File: config.mk
export PLATFORM = sky130hd
export DESIGN_NAME = acs_sequencer
export DESIGN_NICKNAME = d
export VERILOG_FILES = /design/src/acs_pkg.sv /design/src/acs_clk_div.sv /design/src/acs_sar.sv /design/src/acs_sequencer.sv
export SDC_FILE = /design/constraint.sdc
export NUM_CORES = 1
export LEC_CHECK = 0
export BUFFER_PORTS_ARGS = -buffer_cell sky130_fd_sc_hd__buf_2
export CAP_MARGIN = 25
export CORE_MARGIN = 2
export CORE_UTILIZATION = 60
export CTS_CLUSTER_SIZE = 10
export DETAILED_ROUTE_END_ITERATION = 10
export HOLD_SLACK_MARGIN = 0.1
export PLACE_DENSITY = 0.93
export RECOVER_POWER = 50
export SLEW_MARGIN = 15
export SYNTH_ARGS = -nofsm -noshare
export SYNTH_HDL_FRONTEND = slang
export SYNTH_SLANG_ARGS = --single-unit
File: constraint.sdc
create_clock -name clock -period 5.1 [get_ports clock]
set_input_delay 1.02 -clock clock [delete_from_list [all_inputs] [get_ports clock]]
set_output_delay 1.02 -clock clock [all_outputs]
set_load 0.03 [all_outputs]
File: src/acs_pkg.sv
package acs_pkg;

	// ----------------------------------------
	// register map (byte data, 3-bit address)
	// ----------------------------------------
	localparam logic [2:0] ADDR_CTRL1 = 3'h0;
	localparam logic [2:0] ADDR_CTRL2 = 3'h1;
	localparam logic [2:0] ADDR_RES_HI = 3'h2;
	localparam logic [2:0] ADDR_RES_LO = 3'h3;
	localparam logic [2:0] ADDR_CMP_HI = 3'h4;
	localparam logic [2:0] ADDR_CMP_LO = 3'h5;
	localparam logic [2:0] ADDR_CFG = 3'h6;

	// first status/control fields
	localparam int CTRL1_DONE_BIT = 7;
	localparam int CTRL1_IEN_BIT = 6;
	localparam int CTRL1_CONT_BIT = 5;
	localparam logic [7:0] CTRL1_RST = 8'h1F;
	// second status/control fields
	localparam int CTRL2_BUSY_BIT = 7;
	localparam int CTRL2_HWT_BIT = 6;
	localparam int CTRL2_CMPEN_BIT = 5;
	localparam int CTRL2_CMPGE_BIT = 4;
	localparam logic [2:0] CTRL2_RST = 3'h0;
	// configuration fields
	localparam int CFG_LP_BIT = 7;
	localparam int CFG_DIV_LSB = 5;
	localparam int CFG_LONG_BIT = 4;
	localparam int CFG_MODE10_BIT = 3;
	localparam logic [7:0] CFG_RST = 8'h00;
	localparam logic [9:0] CMP_RST = 10'h000;

	// ----------------------------------------
	// channel codes and clock sources
	// ----------------------------------------
	localparam logic [4:0] CH_EXT_LAST = 5'h0B;
	localparam logic [4:0] CH_GND_LAST = 5'h14;
	localparam logic [4:0] CH_TEMP = 5'h1A;
	localparam logic [4:0] CH_BANDGAP = 5'h1B;
	localparam logic [4:0] CH_OFF = 5'h1F;
	localparam logic [1:0] SRC_BUS = 2'h0;
	localparam logic [1:0] SRC_BUS_HALF = 2'h1;
	localparam logic [1:0] SRC_ALT = 2'h2;
	localparam logic [1:0] SRC_LOCAL = 2'h3;

	// ----------------------------------------
	// timing in conversion clock periods, last bit index and first trial code
	// ----------------------------------------
	localparam logic [4:0] SAMPLE_SHORT = 5'h03;
	localparam logic [4:0] SAMPLE_LONG = 5'h13;
	localparam logic [3:0] SAR_LAST_BIT = 4'h9;
	localparam logic [9:0] SAR_FIRST_TRIAL = 10'h200;

	// channel code that turns the converter off
	function automatic logic chan_off(input logic [4:0] code);
		return code == CH_OFF;
	endfunction : chan_off

	// one-hot select of the twelve external pins
	function automatic logic [11:0] chan_pins(input logic [4:0] code);
		logic [11:0] sel;
		sel = 12'h000;
		if (code <= CH_EXT_LAST)
			sel[code[3:0]] = 1'b1;
		return sel;
	endfunction : chan_pins

endpackage : acs_pkg

File: src/acs_clk_div.sv
`timescale 1ns/100ps
// conversion clock enable: source select plus programmable divider
module acs_clk_div
	import acs_pkg::*;
(
	// clock and reset
	input wire logic clock,
	input wire logic rst_n,
	input wire logic ce,
	// configuration
	input wire logic [1:0] src_sel,
	input wire logic [1:0] div_sel,
	input wire logic busy,
	// source pulses and power state
	input wire logic local_tick,
	input wire logic alt_tick,
	input wire logic stop_any,
	// divided conversion clock enable
	output logic tick_q
);

	logic [1:0] src_q, src_d, div_q, div_d;
	logic half_q, half_d, tick_d;
	logic [2:0] cnt_q, cnt_d, cnt_max;
	logic pulse;

	// pick source, divide, latch settings only while idle
	always_comb
	begin
		src_d = busy ? src_q : src_sel;
		div_d = busy ? div_q : div_sel;
		half_d = ~half_q;
		cnt_max = 3'((4'h1 << div_q) - 4'h1);
		unique case (src_q)
			SRC_BUS: pulse = 1'b1;
			SRC_BUS_HALF: pulse = half_q;
			SRC_ALT: pulse = alt_tick & ~stop_any;
			SRC_LOCAL: pulse = local_tick;
		endcase
		cnt_d = cnt_q;
		tick_d = 1'b0;
		if (pulse)
		begin
			// a count left above a smaller end value ticks at once, no stretched period
			tick_d = cnt_q >= cnt_max;
			cnt_d = tick_d ? 3'h0 : cnt_q + 3'h1;
		end
	end

	// registers
	always_ff @(posedge clock or negedge rst_n)
	begin
		if (!rst_n)
		begin
			src_q <= SRC_BUS;
			div_q <= 2'h0;
			half_q <= 1'b0;
			cnt_q <= 3'h0;
			tick_q <= 1'b0;
		end
		else if (ce)
		begin
			src_q <= src_d;
			div_q <= div_d;
			half_q <= half_d;
			cnt_q <= cnt_d;
			tick_q <= tick_d;
		end
	end
endmodule : acs_clk_div

File: src/acs_sar.sv
`timescale 1ns/100ps
// successive approximation register, one bit per conversion tick
module acs_sar
	import acs_pkg::*;
(
	// clock and reset
	input wire logic clock,
	input wire logic rst_n,
	input wire logic ce,
	// control
	input wire logic start,
	input wire logic abort,
	input wire logic tick,
	input wire logic cmp_above,
	// outputs
	output logic [9:0] trial_q,
	output logic [9:0] result_q,
	output logic done_q,
	output logic busy_q
);

	logic [9:0] trial_d, result_d;
	logic [3:0] idx_q, idx_d;
	logic done_d, busy_d;

	// resolve bit idx from the comparator, then try the next one
	always_comb
	begin
		trial_d = trial_q;
		result_d = result_q;
		idx_d = idx_q;
		busy_d = busy_q;
		done_d = 1'b0;
		if (abort)
			busy_d = 1'b0;
		else if (start)
		begin
			trial_d = SAR_FIRST_TRIAL;
			idx_d = SAR_LAST_BIT;
			busy_d = 1'b1;
		end
		else if (busy_q && tick)
		begin
			trial_d[idx_q] = cmp_above;
			if (idx_q == 4'h0)
			begin
				result_d = trial_d;
				busy_d = 1'b0;
				done_d = 1'b1;
			end
			else
			begin
				idx_d = idx_q - 4'h1;
				trial_d[idx_d] = 1'b1;
			end
		end
	end

	// registers
	always_ff @(posedge clock or negedge rst_n)
	begin
		if (!rst_n)
		begin
			trial_q <= 10'h000;
			result_q <= 10'h000;
			idx_q <= 4'h0;
			done_q <= 1'b0;
			busy_q <= 1'b0;
		end
		else if (ce)
		begin
			trial_q <= trial_d;
			result_q <= result_d;
			idx_q <= idx_d;
			done_q <= done_d;
			busy_q <= busy_d;
		end
	end

	// helper: count resolved bits of the current conversion
	logic [4:0] steps_q;
	always_ff @(posedge clock or negedge rst_n)
	begin
		if (!rst_n)
			steps_q <= 5'h00;
		else if (ce && start)
			steps_q <= 5'h00;
		else if (ce && busy_q && tick)
			steps_q <= steps_q + 5'h01;
	end
endmodule : acs_sar

File: src/acs_sequencer.sv
// Implementation choices: the register offsets and strobed register access.
`timescale 1ns/100ps
// ----------------------------------------
// How it works
// decode channel code to pins, ground, sensors, off
// reserved channel codes give undefined results
// software enables bandgap buffer before bandgap channel
// conversion clock from one of four sources
// alternate clock is the external reference clock
// divider field scales the selected source
// alternate clock keeps running in wait mode
// alternate clock unusable in stop modes
// hardware trigger comes from real time counter
// counter overflow starts conversion when trigger enabled
// trigger works regardless of counter interrupt enable
// hardware trigger works in run, wait, shallow stop
// ten result bits, one per approximation step
// result right-justified, ten or eight bits
// single conversion idles, continuous repeats
// conversion done flag with interrupt request
// optional less-than or greater-equal compare
// sample time and power trade-off configurable
// conversions continue in wait and shallow stop
// channel select addresses up to 28 inputs
// temperature reading: long sample, slow clock, bandgap first
// first control write aborts and restarts unless off; code restarts only with hardware trigger off
// done flag cleared by control write, low read
// with compare on, done set only when true
// counter overflow synchronised, one start per overflow
// clock source switches only while idle
// ----------------------------------------
module acs_sequencer
	import acs_pkg::*;
(
	// clock, reset, clock enable
	input wire logic clock,
	input wire logic rst_n,
	input wire logic ce,
	// register port
	input wire logic [2:0] reg_addr,
	input wire logic [7:0] reg_wdata,
	input wire logic reg_wr,
	input wire logic reg_rd,
	output logic [7:0] reg_rdata_q,
	// triggers and clock sources
	input wire logic hardware_trigger_input,
	input wire logic local_async_conversion_clock,
	input wire logic alternate_clock_input,
	// processor power state
	input wire logic wait_mode,
	input wire logic stop2_mode,
	input wire logic stop3_mode,
	// analog front end
	input wire logic cmp_above,
	output logic [4:0] channel_q,
	output logic [11:0] pin_select_q,
	output logic temp_select_q,
	output logic bandgap_select_q,
	output logic sample_en_q,
	output logic [9:0] trial_q,
	output logic converter_on_q,
	output logic low_power_q,
	// conversion complete request
	output logic irq_q
);

	typedef enum logic [1:0] {ST_IDLE, ST_SAMPLE, ST_CONVERT} acs_state_t;

	// ----------------------------------------
	// register state
	// ----------------------------------------
	logic [4:0] chan_q, chan_d;
	logic ien_q, ien_d, cont_q, cont_d, done_q, done_d;
	logic hwt_q, hwt_d, cmpen_q, cmpen_d, cmpge_q, cmpge_d;
	logic [7:0] cfg_q, cfg_d;
	logic [9:0] cmp_q, cmp_d, res_q, res_d;
	logic [7:0] rdata_d;
	logic wr_ctrl1, rd_res_lo;

	// ----------------------------------------
	// sequencer state
	// ----------------------------------------
	acs_state_t state_q, state_d;
	logic [4:0] samp_q, samp_d;
	logic trig_prev_q, trig_pend_q, trig_pend_d;
	logic sar_start, sar_abort, sar_done, sar_busy, tick, finish, cmp_true;
	logic [9:0] sar_res, fmt_res;
	logic [4:0] samp_len;

	assign wr_ctrl1 = reg_wr && reg_addr == ADDR_CTRL1;
	assign rd_res_lo = reg_rd && reg_addr == ADDR_RES_LO;

	// conversion clock: four sources through the divider
	acs_clk_div u_clk_div (
		.clock(clock),
		.rst_n(rst_n),
		.ce(ce),
		.src_sel(cfg_q[1:0]),
		.div_sel(cfg_q[CFG_DIV_LSB +: 2]),
		.busy(state_q != ST_IDLE),
		.local_tick(local_async_conversion_clock),
		.alt_tick(alternate_clock_input),
		.stop_any(stop2_mode | stop3_mode),
		.tick_q(tick)
	);

	// approximation engine
	acs_sar u_sar (
		.clock(clock),
		.rst_n(rst_n),
		.ce(ce),
		.start(sar_start),
		.abort(sar_abort),
		.tick(tick),
		.cmp_above(cmp_above),
		.trial_q(trial_q), // engine flop feeds the dac, comparator settles before the next tick
		.result_q(sar_res),
		.done_q(sar_done),
		.busy_q(sar_busy)
	);

	// ----------------------------------------
	// result format and compare
	// ----------------------------------------
	always_comb
	begin
		// eight-bit mode keeps the top eight bits, right-justified
		fmt_res = cfg_q[CFG_MODE10_BIT] ? sar_res : {2'b00, sar_res[9:2]};
		cmp_true = cmpge_q ? (fmt_res >= cmp_q) : (fmt_res < cmp_q);
		finish = state_q == ST_CONVERT && sar_done;
		samp_len = cfg_q[CFG_LONG_BIT] ? SAMPLE_LONG : SAMPLE_SHORT;
	end

	// ----------------------------------------
	// conversion sequence
	// ----------------------------------------
	always_comb
	begin
		state_d = state_q;
		samp_d = samp_q;
		sar_start = 1'b0;
		sar_abort = 1'b0;
		// overflow edge held until a conversion tick takes it
		trig_pend_d = trig_pend_q;
		if (hardware_trigger_input && !trig_prev_q)
			trig_pend_d = 1'b1;
		else if (state_q == ST_IDLE && tick && hwt_q)
			trig_pend_d = 1'b0;
		if (!hwt_q)
			trig_pend_d = 1'b0;
		if (wr_ctrl1 && ce)
		begin
			// abort whatever runs, restart in software mode
			sar_abort = 1'b1;
			samp_d = 5'h00;
			state_d = (chan_off(reg_wdata[4:0]) || hwt_q) ? ST_IDLE : ST_SAMPLE;
		end
		else
		begin
			unique case (state_q)
				ST_IDLE:
					if (tick && hwt_q && trig_pend_q && !chan_off(chan_q))
					begin
						state_d = ST_SAMPLE;
						samp_d = 5'h00;
					end
				ST_SAMPLE:
					if (tick)
					begin
						samp_d = samp_q + 5'h01;
						if (samp_q == samp_len)
						begin
							sar_start = 1'b1;
							state_d = ST_CONVERT;
						end
					end
				ST_CONVERT:
					if (sar_done)
					begin
						samp_d = 5'h00;
						// continuous restarts back to back
						state_d = (cont_q && !chan_off(chan_q)) ? ST_SAMPLE : ST_IDLE;
					end
				default:
					state_d = ST_IDLE;
			endcase
		end
	end

	// ----------------------------------------
	// register writes, flag and read data
	// ----------------------------------------
	always_comb
	begin
		chan_d = chan_q;
		ien_d = ien_q;
		cont_d = cont_q;
		hwt_d = hwt_q;
		cmpen_d = cmpen_q;
		cmpge_d = cmpge_q;
		cfg_d = cfg_q;
		cmp_d = cmp_q;
		res_d = res_q;
		done_d = done_q;
		if (reg_wr)
		begin
			unique case (reg_addr)
				ADDR_CTRL1:
				begin
					chan_d = reg_wdata[4:0];
					ien_d = reg_wdata[CTRL1_IEN_BIT];
					cont_d = reg_wdata[CTRL1_CONT_BIT];
				end
				ADDR_CTRL2:
				begin
					hwt_d = reg_wdata[CTRL2_HWT_BIT];
					cmpen_d = reg_wdata[CTRL2_CMPEN_BIT];
					cmpge_d = reg_wdata[CTRL2_CMPGE_BIT];
				end
				ADDR_CMP_HI: cmp_d[9:8] = reg_wdata[1:0];
				ADDR_CMP_LO: cmp_d[7:0] = reg_wdata;
				ADDR_CFG: cfg_d = reg_wdata;
				default: cfg_d = cfg_q;
			endcase
		end
		// clear by control write or low-byte read; completion wins
		if (wr_ctrl1 || rd_res_lo)
			done_d = 1'b0;
		if (finish)
		begin
			res_d = fmt_res;
			if (!cmpen_q || cmp_true)
				done_d = 1'b1;
		end
		unique case (reg_addr)
			ADDR_CTRL1: rdata_d = {done_q, ien_q, cont_q, chan_q};
			ADDR_CTRL2: rdata_d = {state_q != ST_IDLE, hwt_q, cmpen_q, cmpge_q, 4'h0};
			ADDR_RES_HI: rdata_d = {6'h00, res_q[9:8]};
			ADDR_RES_LO: rdata_d = res_q[7:0];
			ADDR_CMP_HI: rdata_d = {6'h00, cmp_q[9:8]};
			ADDR_CMP_LO: rdata_d = cmp_q[7:0];
			ADDR_CFG: rdata_d = cfg_q;
			default: rdata_d = 8'h00;
		endcase
		if (!reg_rd)
			rdata_d = 8'h00;
	end

	// ----------------------------------------
	// registers; conversions run on in wait and shallow stop
	// ----------------------------------------
	always_ff @(posedge clock or negedge rst_n)
	begin
		if (!rst_n)
		begin
			chan_q <= CTRL1_RST[4:0];
			ien_q <= CTRL1_RST[CTRL1_IEN_BIT];
			cont_q <= CTRL1_RST[CTRL1_CONT_BIT];
			done_q <= CTRL1_RST[CTRL1_DONE_BIT];
			{hwt_q, cmpen_q, cmpge_q} <= CTRL2_RST;
			cfg_q <= CFG_RST;
			cmp_q <= CMP_RST;
			res_q <= 10'h000;
			reg_rdata_q <= 8'h00;
			state_q <= ST_IDLE;
			samp_q <= 5'h00;
			trig_prev_q <= 1'b0;
			trig_pend_q <= 1'b0;
		end
		else if (ce)
		begin
			chan_q <= chan_d;
			ien_q <= ien_d;
			cont_q <= cont_d;
			done_q <= done_d;
			{hwt_q, cmpen_q, cmpge_q} <= {hwt_d, cmpen_d, cmpge_d};
			cfg_q <= cfg_d;
			cmp_q <= cmp_d;
			res_q <= res_d;
			reg_rdata_q <= rdata_d;
			state_q <= state_d;
			samp_q <= samp_d;
			trig_prev_q <= hardware_trigger_input;
			trig_pend_q <= trig_pend_d;
		end
	end

	// analog side outputs, all registered
	always_ff @(posedge clock or negedge rst_n)
	begin
		if (!rst_n)
		begin
			channel_q <= CH_OFF;
			pin_select_q <= 12'h000;
			temp_select_q <= 1'b0;
			bandgap_select_q <= 1'b0;
			sample_en_q <= 1'b0;
			converter_on_q <= 1'b0;
			low_power_q <= 1'b0;
			irq_q <= 1'b0;
		end
		else if (ce)
		begin
			channel_q <= chan_d;
			pin_select_q <= chan_pins(chan_d);
			temp_select_q <= chan_d == CH_TEMP;
			bandgap_select_q <= chan_d == CH_BANDGAP;
			sample_en_q <= state_d == ST_SAMPLE;
			converter_on_q <= state_d != ST_IDLE;
			low_power_q <= cfg_d[CFG_LP_BIT];
			irq_q <= done_d && ien_d;
		end
	end
endmodule : acs_sequencer

=== Word level (Yosys, flattened, before mapping) ===
Index checks and enable logic that the tools add are counted.

* Register bits: 108
* Bits of input ports: 23
* Output and inout bits: 41
* Word-level logic and storage cells: 182

* Add/sub/neg operators: 4
* Order comparisons: 10
* Equal/unequal tests: 22
* Shifts and indexed selects: 1
* Multiplexer cells: 58
* Bitwise operators: 8
* Reductions and logical operators: 46

{| class="wikitable"
|+ Operators with widths
! operator !! number
|-
| one-hot mux 8 bit (7 select lines) || 1
|-
| 2-to-1 mux 10 bit || 4
|-
| 2-to-1 mux 5 bit || 7
|-
| 2-to-1 mux 1 bit || 28
|-
| AND reduction 3 bit || 7
|-
| equality test 5 bit, second input constant || 4
|-
| logical AND 1 bit || 16
|-
| less-than comparator 4 x 5 -> 1 bit, second input constant || 3
|-
| one-hot mux 5 bit (3 select lines) || 1
|-
| demux 1 bit (select 4 bit) || 3
|-
| >= comparator 4 x 1 -> 1 bit, second input constant || 3
|-
| 2-to-1 mux 12 bit || 1
|-
| 2-to-1 mux 4 bit || 3
|-
| bitwise mux 10 bit || 1
|-
| >= comparator 10 bit || 1
|-
| less-than comparator 10 bit || 1
|-
| 2-to-1 mux 2 bit || 5
|-
| bitwise OR 10 bit || 1
|-
| AND reduction 5 bit || 2
|-
| equality test 3 bit, second input constant || 3
|-
| != test 3 x 1 -> 1 bit, second input constant || 3
|-
| 2-to-1 mux 8 bit || 1
|-
| AND reduction 2 bit || 4
|-
| equality test 2 x 1 -> 1 bit, second input constant || 3
|-
| 28 further kinds || 43
|}

=== Longest topological paths before layout ===
Gate-level depths: netlist (run 1).

* Depth in word-level cells: 9
* Gate-level depth with buffers: 8
* Gate-level depth less buffers: 7

=== Cells and area by module ===
Synthesis (run 1) repeated with hierarchy kept, for this count alone.

* Cell total of the unflattened synthesis: 582
* Area total of the unflattened synthesis: 6029.5 sq um

{| class="wikitable"
|+ By module, submodules not included
! module !! times used !! cells each !! area each (sq um)
|-
| acs_sequencer || 1 || 372 || 3968.8
|-
| acs_sar || 1 || 166 || 1572.8
|-
| acs_clk_div || 1 || 44 || 488.0
|}

=== Worst setup path after synthesis (run 1) ===
OpenSTA, ideal clock, no wires.

* Path type: register to register
* From: register cfg_q[3]
* To: register irq_q
* Library setup time: 0.143 ns
* Data arrival time: 2.371 ns
* Slack: 2.586 ns
* Cell stages (with the launch flop): 9
* Buffers on the path: 1
* Clock period less this slack: 2.514 ns
* Cell sequence: dfrtp_1 -> clkbuf_1 -> mux2_2 -> ha_1 -> a21oi_1 -> o21ai_0 -> a2111oi_0 -> mux2i_1 -> o221ai_1

* Word-level cells in the longest chain between the ends: 7
* Elaborated cells on any way between the ends: 8
* Those cells by class: 2 x order compare; 4 x mux; 2 x reduce/logical

{| class="wikitable"
|+ RTL lines
! element !! line !! text
|-
| start: declaration || acs_sequencer.sv:75 || <nowiki>logic [7:0] cfg_q, cfg_d;</nowiki>
|-
| start signal: assignment || acs_sequencer.sv:277 || <nowiki>cfg_q <= cfg_d;</nowiki>
|-
| 2-to-1 mux 10 bit (*) || acs_sequencer.sv:128 || <nowiki>fmt_res = cfg_q[CFG_MODE10_BIT] ? sar_res : {2'b00, sar_res[9:2]};</nowiki>
|-
| net fmt_res[5] || acs_sequencer.sv:87 || <nowiki>logic [9:0] sar_res, fmt_res;</nowiki>
|-
| less-than comparator 10 bit or >= comparator 10 bit (tied branches) || acs_sequencer.sv:129 || <nowiki>cmp_true = cmpge_q ? (fmt_res >= cmp_q) : (fmt_res < cmp_q);</nowiki>
|-
| 2-to-1 mux 1 bit (*) || acs_sequencer.sv:129 ||
|-
| logical OR 1 bit (*) || acs_sequencer.sv:232 || <nowiki>if (!cmpen_q || cmp_true)</nowiki>
|-
| 2-to-1 mux 1 bit (*) || acs_sequencer.sv:232 ||
|-
| 2-to-1 mux 1 bit (*) || acs_sequencer.sv:229 || <nowiki>if (finish)</nowiki>
|-
| logical AND 1 bit (*) || acs_sequencer.sv:311 || <nowiki>irq_q <= done_d && ien_d;</nowiki>
|-
| end signal: assignment || acs_sequencer.sv:311 ||
|-
| end: declaration || acs_sequencer.sv:64 || <nowiki>output logic irq_q</nowiki>
|}

Mark *: on every way through the listed nets, which the timed path passes. The rest lies on a longest branch.
A chain may end at the register's enable or synchronous reset.

=== Worst setup path in the final report (run 1) ===
* From: input ce
* To: register u_clk_div.div_q[0]

* Word-level cells in the longest chain between the ends: 1

{| class="wikitable"
|+ RTL lines
! element !! line !! text
|-
| start: declaration || acs_sequencer.sv:38 || <nowiki>input wire logic ce,</nowiki>
|-
| AND reduction 2 bit (no source line) || -- ||
|-
| end signal: assignment || acs_clk_div.sv:64 || <nowiki>div_q <= div_d;</nowiki>
|-
| end: declaration || acs_clk_div.sv:22 || <nowiki>logic [1:0] src_q, src_d, div_q, div_d;</nowiki>
|}

No other way between the ends.

==> run summary, run 1 <==
Warnings, synthesis -> 0
CP required -> 5.38 ns
Reg clk slew, reported paths -> 0.12 ns
Final Max Slew Viols -> 41
Initial antenna violation count -> 0
Share of cells above drive strength 1 -> 21.0%
Fill cell count -> 690
Core Box Area -> 9330 µm²
Crit. End Element -> flop
Slew margin rel. -> -43.5%
Number of synthesized flops with an enable pin -> 0
Leak -> 0.00287 µW
Clock power frac -> 19.6%
Worst Max-Slew Pin Slew -> 2.15 ns
Crit start category -> primary input
Routed Antenna Nets -> 0
RSZ-0062 raised after global routing -> false
PD cells -> 437 nW/µm²
Register area -> 2710 µm²
Syn Nets -> 607
Setup crit start -> ce
Crit path kind -> primary input to flop
Vias after detailed routing -> 4811
Post-Syn Area per Cell -> 10.3 µm²
Most numerous cell in the Yosys netlist -> dfrtp_1
Net Sw Frac -> 41.6%
Starting DRC count in detailed routing -> 448
Multi-input gate area -> 2850 µm²
Grt total ovfl -> 0
Final worst-path cycle share -> 65.3%
Top-area cell type share of the netlist area -> 44.3%
Dpl hpwl -> 10100 µm
Worst-Skew Late Latency -> 0.38 ns
Largest cells by area after synthesis -> dfrtp_1, mux2_2, ha_1
Htree depth -> 3
Site row count -> 35
Final setup fails -> 0
Vias per inst -> 6.43
Crit-path max FO -> 28
Vias in the first global route -> 4689
GPL Wtd Cong -> 0.933
Status -> finished, violations left
Root buf cell -> clkbuf_8
Final setup TNS -> 0 ns
Peak Freq -> 300 MHz
Sequential fraction of the synthesis area -> 46.5%
# DRC -> 0
First-pass iteration count of the detailed router -> 6
Post-CTS setup buffers -> 0
RR Startpoint -> cfg_q[3]$_DFFE_PN0P_
Net load switching power -> 1160 µW
Slowest stage delay, CP -> 0.96 ns
Post-synth top cells -> dfrtp_1, nand2_1, o21ai_0, mux2_2, inv_1
Hold Path Class -> flop to flop
Drt total wl -> 14200 µm
Predominant post-synthesis flop cell -> dfrtp_1
Bufs and invs on worst path -> 2
Die area -> 10500 µm²
Count of input and output buffers -> 62
Combinational share of power -> 36.2%
Clock Path Buffers -> 2
CTS tree -> done
Die X -> 103 µm
TritonCTS Buffers -> 9
Total power -> 2780 µW
Seq pwr share -> 44.3%
Die Y -> 103 µm
Maximum VDD drop -> 299 µV
First-pass GRT wire length -> 23400 µm
MaxCap Viol Count -> 1
Min Tclk post-route -> 3.33 ns
NumNets Final -> 656
Crit-path cells -> clkbuf_1, inv_1, nor3_1, mux2_2
Slowest-stage cell, CP -> clkbuf_1
Cell-internal power -> 1620 µW
Tot GR Track Use -> 28.8%
Antenna Cells -> 0
WL per Instance -> 19.0 µm
Clock sink count -> 108
Starting Density -> 62.4%
Worst Clk Skew -> 0.0185 ns
Hold Path Origin -> u_clk_div.half_q$_DFFE_PN0P_
Hold_buf cts -> 0
Yosys reg bits -> 108
Ys async rst share -> 100%
Netlist cell types -> 67
Cell taking the most area after synthesis -> dfrtp_1
Finished Core Util -> 68.3%
Mapped Cells -> 565
Largest net degree at the start of global routing -> 70
Area growth syn-to-layout -> 9.43%
Final hold violation count -> 0
Largest delay share family, worst path -> buffers and inverters
Failing checks -> max-capacitance violations, max-slew violations
# IOs -> 64
Syn Std Cell Area -> 5820 µm²
WP data arrival -> 3.61 ns
Resized Gates After CTS -> 0
[cell usage in the layout, fill, tap and decap left out, types with 3 or more instances in the layout]
| cell type | instances |
|---|---|
| nand2b_1 | 4 |
| or3_1 | 3 |
| nor3b_1 | 8 |
| a221oi_1 | 9 |
| o31ai_1 | 4 |
| clkbuf_1 | 20 |
| buf_2 | 42 |
| a22o_1 | 4 |
| buf_4 | 5 |
| a21boi_0 | 4 |
| nand2_1 | 55 |
| clkbuf_8 | 9 |
| nor4_1 | 3 |
| nor2b_1 | 7 |
| and2_1 | 4 |
| nand4_1 | 6 |
| ha_1 | 19 |
| dfrtp_1 | 103 |
| o32ai_1 | 3 |
| or2_2 | 3 |
| a31oi_1 | 7 |
| a21o_1 | 4 |
| o22ai_1 | 6 |
| a211oi_1 | 3 |
| a21oi_2 | 9 |
| mux2_2 | 39 |
| a21oi_1 | 30 |
| nor2_1 | 25 |
| inv_8 | 3 |
| a22oi_1 | 5 |
| o21ai_0 | 44 |
| inv_1 | 32 |
| nor3_1 | 11 |
| nand3_1 | 4 |
| dfstp_2 | 5 |
| o2bb2ai_1 | 22 |
| mux2i_1 | 15 |
[power groups by stage]
stage | combinational (µW) | sequential, µW | clock (µW)
6_report | 1010 | 1230 | 544
5_1_grt | 1110 | 1260 | 581
4_1_cts | 1010 | 1220 | 548
3_5_place_dp | 998 | 1240 | 0
3_3_place_gp | 962 | 1230 | 0
2_1_floorplan | 643 | 1300 | 0
[logic make-up (layout without fill, tap and decap cells)]
family,after synthesis,after routing,share of synthesized area [%]
AND/OR/NAND/NOR,145,145,13.1
buffers and inverters,62,116,4.58
flip-flops,108,108,46.5
multiplexers,54,54,10.1
XOR/XNOR,2,2,0.301
AO/OA/AOI/OAI,175,175,21.3
adder cells (fa/ha/maj),19,19,4.08
[path summary, 6_finish.rpt]
kind	endpoint	slack, ns	depth (start not counted)
min reg2reg	u_clk_div.half_q$_DFFE_PN0P_	0.48	1
min	u_clk_div.half_q$_DFFE_PN0P_	0.48	1
min in group asynchronous	u_clk_div.cnt_q[0]$_DFFE_PN0P_	0.73	1
max reg2reg	irq_q$_DFFE_PN0P_	2.01	7
max	u_clk_div.div_q[0]$_DFFE_PN0P_	1.77	4
max in group asynchronous	cfg_q[3]$_DFFE_PN0P_	1.85	2
[per-stage QoR]
step / instances / setup slack [ns] / cell area, µm² / hold slack, ns
finish: 748 / 1.77 / 6370 / 0.476
global route: 748 / 1.32 / 6370 / 0.489
CTS: 748 / 2.09 / 6400 / 0.480
detailed placement: 732 / 2.01 / 6190 / 0.457
global placement: 732 / 2.13 / 6190 / 0.452
floorplan: 565 / 2.59 / 5820 / 0.438
[sequential cells by signal (all words and copies together) (netlist names), 2 cells and up]
name             count
u_clk_div.cnt_q      3
u_clk_div.div_q      2
u_sar.result_q      10
channel_q            5
reg_rdata_q          8
state_q              2
u_sar.trial_q       10
pin_select_q        12
samp_q               5
u_sar.idx_q          4
cfg_q                8
u_clk_div.src_q      2
cmp_q               10
res_q               10
[area by class of cell]
class,count,area share (%)
Multi-Input combinational cell,395,44.7
Sequential cell,108,42.5
Inverter,33,1.94
Clock buffer,9,1.94
Timing Repair Buffer,67,5.07
Clock inverter,7,1.32
Tap cell,129,2.53
[metal layers]
layer	global-route usage (%)	vias to the layer above	share of wire [%]
li1	-	2188	-
met1	39.2	2348	42
met2	45.9	236	48
met3	5.56	39	7.7
met4	11.7	0	2.8
met5	0	-	0
Power figures use the tool's default switching activity.
==> run 2: changes to the inputs <==
--- a/config.mk
+++ b/config.mk
@@ -8,11 +8,11 @@
 export BUFFER_PORTS_ARGS = -buffer_cell sky130_fd_sc_hd__buf_2
 export CAP_MARGIN = 25
 export CORE_MARGIN = 2
-export CORE_UTILIZATION = 60
+export CORE_UTILIZATION = 53
 export CTS_CLUSTER_SIZE = 10
 export DETAILED_ROUTE_END_ITERATION = 10
 export HOLD_SLACK_MARGIN = 0.1
-export PLACE_DENSITY = 0.93
+export PLACE_DENSITY = 0.88
 export RECOVER_POWER = 50
 export SLEW_MARGIN = 15
 export SYNTH_ARGS = -nofsm -noshare
==> constraint.sdc (replaced) <==
create_clock -name clock -period 2.8 [get_ports clock]
set_input_delay 0.56 -clock clock [delete_from_list [all_inputs] [get_ports clock]]
set_output_delay 0.56 -clock clock [all_outputs]
set_load 0.03 [all_outputs]
==> run 2 against run 1 <==
The run still ends with max-capacitance violations, max-slew violations left. Non-clock buffer count rose by 15. Register-to-register slack worse by 1.8 ns. Sequential share of layout area decreased by 0.63 points. Sequential cell count stayed put. Clock power grew 76%. Cell count rose by 3.3%. Critical endpoint unchanged. First-iteration DRC count decreased by 4.2%. Global-route usage shrank 2.5 points. Die area grew 13%. Utilization down 8.4 points. Routed wire length grew 3.4%. Cell area rose by 1.6%.
==> run summary, run 2 (synthesized netlist as in run 1, its figures left out) <==
# DRC -> 0 (unchanged)
Critical Path End -> u_clk_div.div_q[0]$_DFFE_PN0P_
Final Max Slew Viols -> 32 (-22%)
First-pass GRT wire length -> 24100 µm (+3.0%)
Worst Max-Slew Pin Slew -> 1.62 ns (-0.537 ns)
WP data arrival -> 2.93 ns (-0.68 ns)
R2R cell count -> 8 (+1)
Post-CTS setup buffers -> 0 (unchanged)
NumNets Final -> 671 (+2.3%)
Peak Freq -> 375 MHz
Crit-path max FO -> 26 (-7.1%)
Internal reg-to-reg setup slack -> 0.17 ns (-1.84 ns)
Starting Density -> 54.0% (-8.5 points)
Antenna Cells -> 0 (unchanged)
Combinational share of power -> 37.5% (+1.3 points)
Initial antenna violation count -> 0 (unchanged)
Vias per inst -> 6.25 (-2.9%)
Final worst-path cycle share -> 95.1%
Crit start category -> primary input
Most common cell after layout, fill and taps aside -> dfrtp_1
Htree depth -> 3 (unchanged)
Cell-internal power -> 3080 µW (+89%)
Vias after detailed routing -> 4829 (+0.37%)
CTS tree -> done
Total power -> 5110 µW (+84%)
Vias in the first global route -> 4897 (+4.4%)
PD cells -> 789 nW/µm² (+81%)
Die area -> 11800 µm² (+13%)
Net Sw Frac -> 39.7% (-1.9 points)
RR Startpoint -> cfg_q[3]$_DFFE_PN0P_
Count of input and output buffers -> 62 (unchanged)
Leak -> 0.00296 µW (+3.1%)
Maximum VDD drop -> 592 µV (+98%)
Grt total ovfl -> 0 (unchanged)
Fill cell count -> 872 (+26%)
Setup crit start -> ce
Worst-Skew Late Latency -> 0.37 ns (about the same)
Slew margin rel. -> -7.68% (+36 points)
RSZ-0062 raised after global routing -> false
Largest net degree at the start of global routing -> 53 (-24%)
Clock power frac -> 18.7% (-0.9 points)
Area growth syn-to-layout -> 11.1%
Area after DPL -> 6330 µm² (+2.2%)
Die X -> 109 µm (+6.2%)
Root buf cell -> clkbuf_8
Final setup TNS -> 0 ns (unchanged)
Clock Path Buffers -> 2 (unchanged)
Status -> finished, violations left
Net load switching power -> 2030 µW (+75%)
Final instance area -> 6470 µm² (+1.6%)
MaxCap Viol Count -> 1 (unchanged)
Core Box Area -> 10800 µm² (+16%)
Min Tclk post-route -> 2.66 ns
Final worst slack -> 0.136 ns (-1.63 ns)
Final setup fails -> 0 (unchanged)
Hold Path Class -> primary input to flop
Crit path kind -> primary input to flop
Starting DRC count in detailed routing -> 429 (-4.2%)
Dpl ws -> 0.102 ns (-1.90 ns)
Site row count -> 38 (+8.6%)
WL per Instance -> 19.0 µm (about the same)
First-pass iteration count of the detailed router -> 5 (-1)
Clock sink count -> 108 (unchanged)
Tot GR Track Use -> 26.3% (-2.5 points)
GPL Wtd Cong -> 0.968 (+3.7%)
Routed Antenna Nets -> 0 (unchanged)
Crit. End Element -> flop
Final hold violation count -> 0 (unchanged)
Largest Register -> pin_select_q
Worst Clk Skew -> 0.0141 ns (-0.00438 ns)
Reg clk slew, reported paths -> 0.10 ns (-0.02 ns)
Failing checks -> max-capacitance violations, max-slew violations
TritonCTS Buffers -> 9 (unchanged)
# IOs -> 64 (unchanged)
Max reg flops -> 12 (unchanged)
Commonest cells after routing, fill and taps aside -> dfrtp_1, nand2_1, buf_2, o21ai_0, mux2_2
Dpl hpwl -> 10800 µm (+6.2%)
Critical R2R Capture -> irq_q$_DFFE_PN0P_
Drt total wl -> 14700 µm (+3.4%)
Seq pwr share -> 43.8% (-0.5 points)
Die Y -> 109 µm (+6.2%)
Share of cells above drive strength 1 -> 23.9% (+2.9 points)
CP required -> 3.07 ns (-2.31 ns)
run 2: worst max-delay path, stage by stage:
cell and delay, ns:
clkbuf_1 0.19, clkbuf_1 0.68, inv_1 0.24, clkbuf_2 0.44
nor3_1 0.26, buf_4 0.20, mux2_2 0.34
run 2: how the worst min path moves through the flow:
stage	from	end	depth (start not counted)
2_1_floorplan	rst_n	bandgap_select_q$_DFFE_PN0P_	0
3_3_place_gp	u_clk_div.half_q$_DFFE_PN0P_	u_clk_div.half_q$_DFFE_PN0P_	1
3_5_place_dp	u_clk_div.half_q$_DFFE_PN0P_	u_clk_div.half_q$_DFFE_PN0P_	1
4_1_cts	rst_n	u_clk_div.div_q[1]$_DFFE_PN0P_	1
5_1_grt	reg_wdata[7]	cmp_q[7]$_DFFE_PN0P_	3
6_report	reg_wdata[7]	cmp_q[7]$_DFFE_PN0P_	3
run 2: area by class of cell:
type | count | area (µm²) | area share [%]
clock inverter | 3 | 46.3 | 0.715
timing repair buffer | 82 | 437 | 6.75
multi-input combinational | 395 | 2830 | 43.8
sequential | 108 | 2710 | 41.9
inverter | 33 | 124 | 1.91
clock buffer | 12 | 145 | 2.24
tap | 140 | 175 | 2.71
run 2: power by group through the flow:
stage	Clock, µW	Sequential (µW)	Combinational (µW)
2_1_floorplan	0	2370	1170
3_3_place_gp	0	2230	1800
3_5_place_dp	0	2250	1890
4_1_cts	971	2230	1910
5_1_grt	1030	2280	2100
6_report	956	2240	1910
run 2: what timing repair did:
action,in CTS,in global routing
hold buffers,0,0
gates resized for setup,0,2
endpoints found under the setup margin,0,2
run 2: metrics by stage:
step | std cells | hold WS (ns) | utilization [%]
floorplan | 565 | 0.264 | -
global placement | 758 | 0.452 | 58.7
detailed placement | 758 | 0.462 | 58.7
CTS | 773 | 0.106 | 60.4
global route | 773 | 0.427 | 60.0
finish | 773 | 0.411 | 60.0
run 2: per-layer routing:
| metal | vias up | GRT usage [%] | routed length, µm |
|---|---|---|---|
| met2 | 233 | 42.5 | 6970 |
| met4 | 0 | 11.5 | 510 |
| met5 | - | 0 | 0 |
| li1 | 2215 | - | - |
| met1 | 2342 | 34.1 | 6060 |
| met3 | 39 | 5.68 | 1140 |
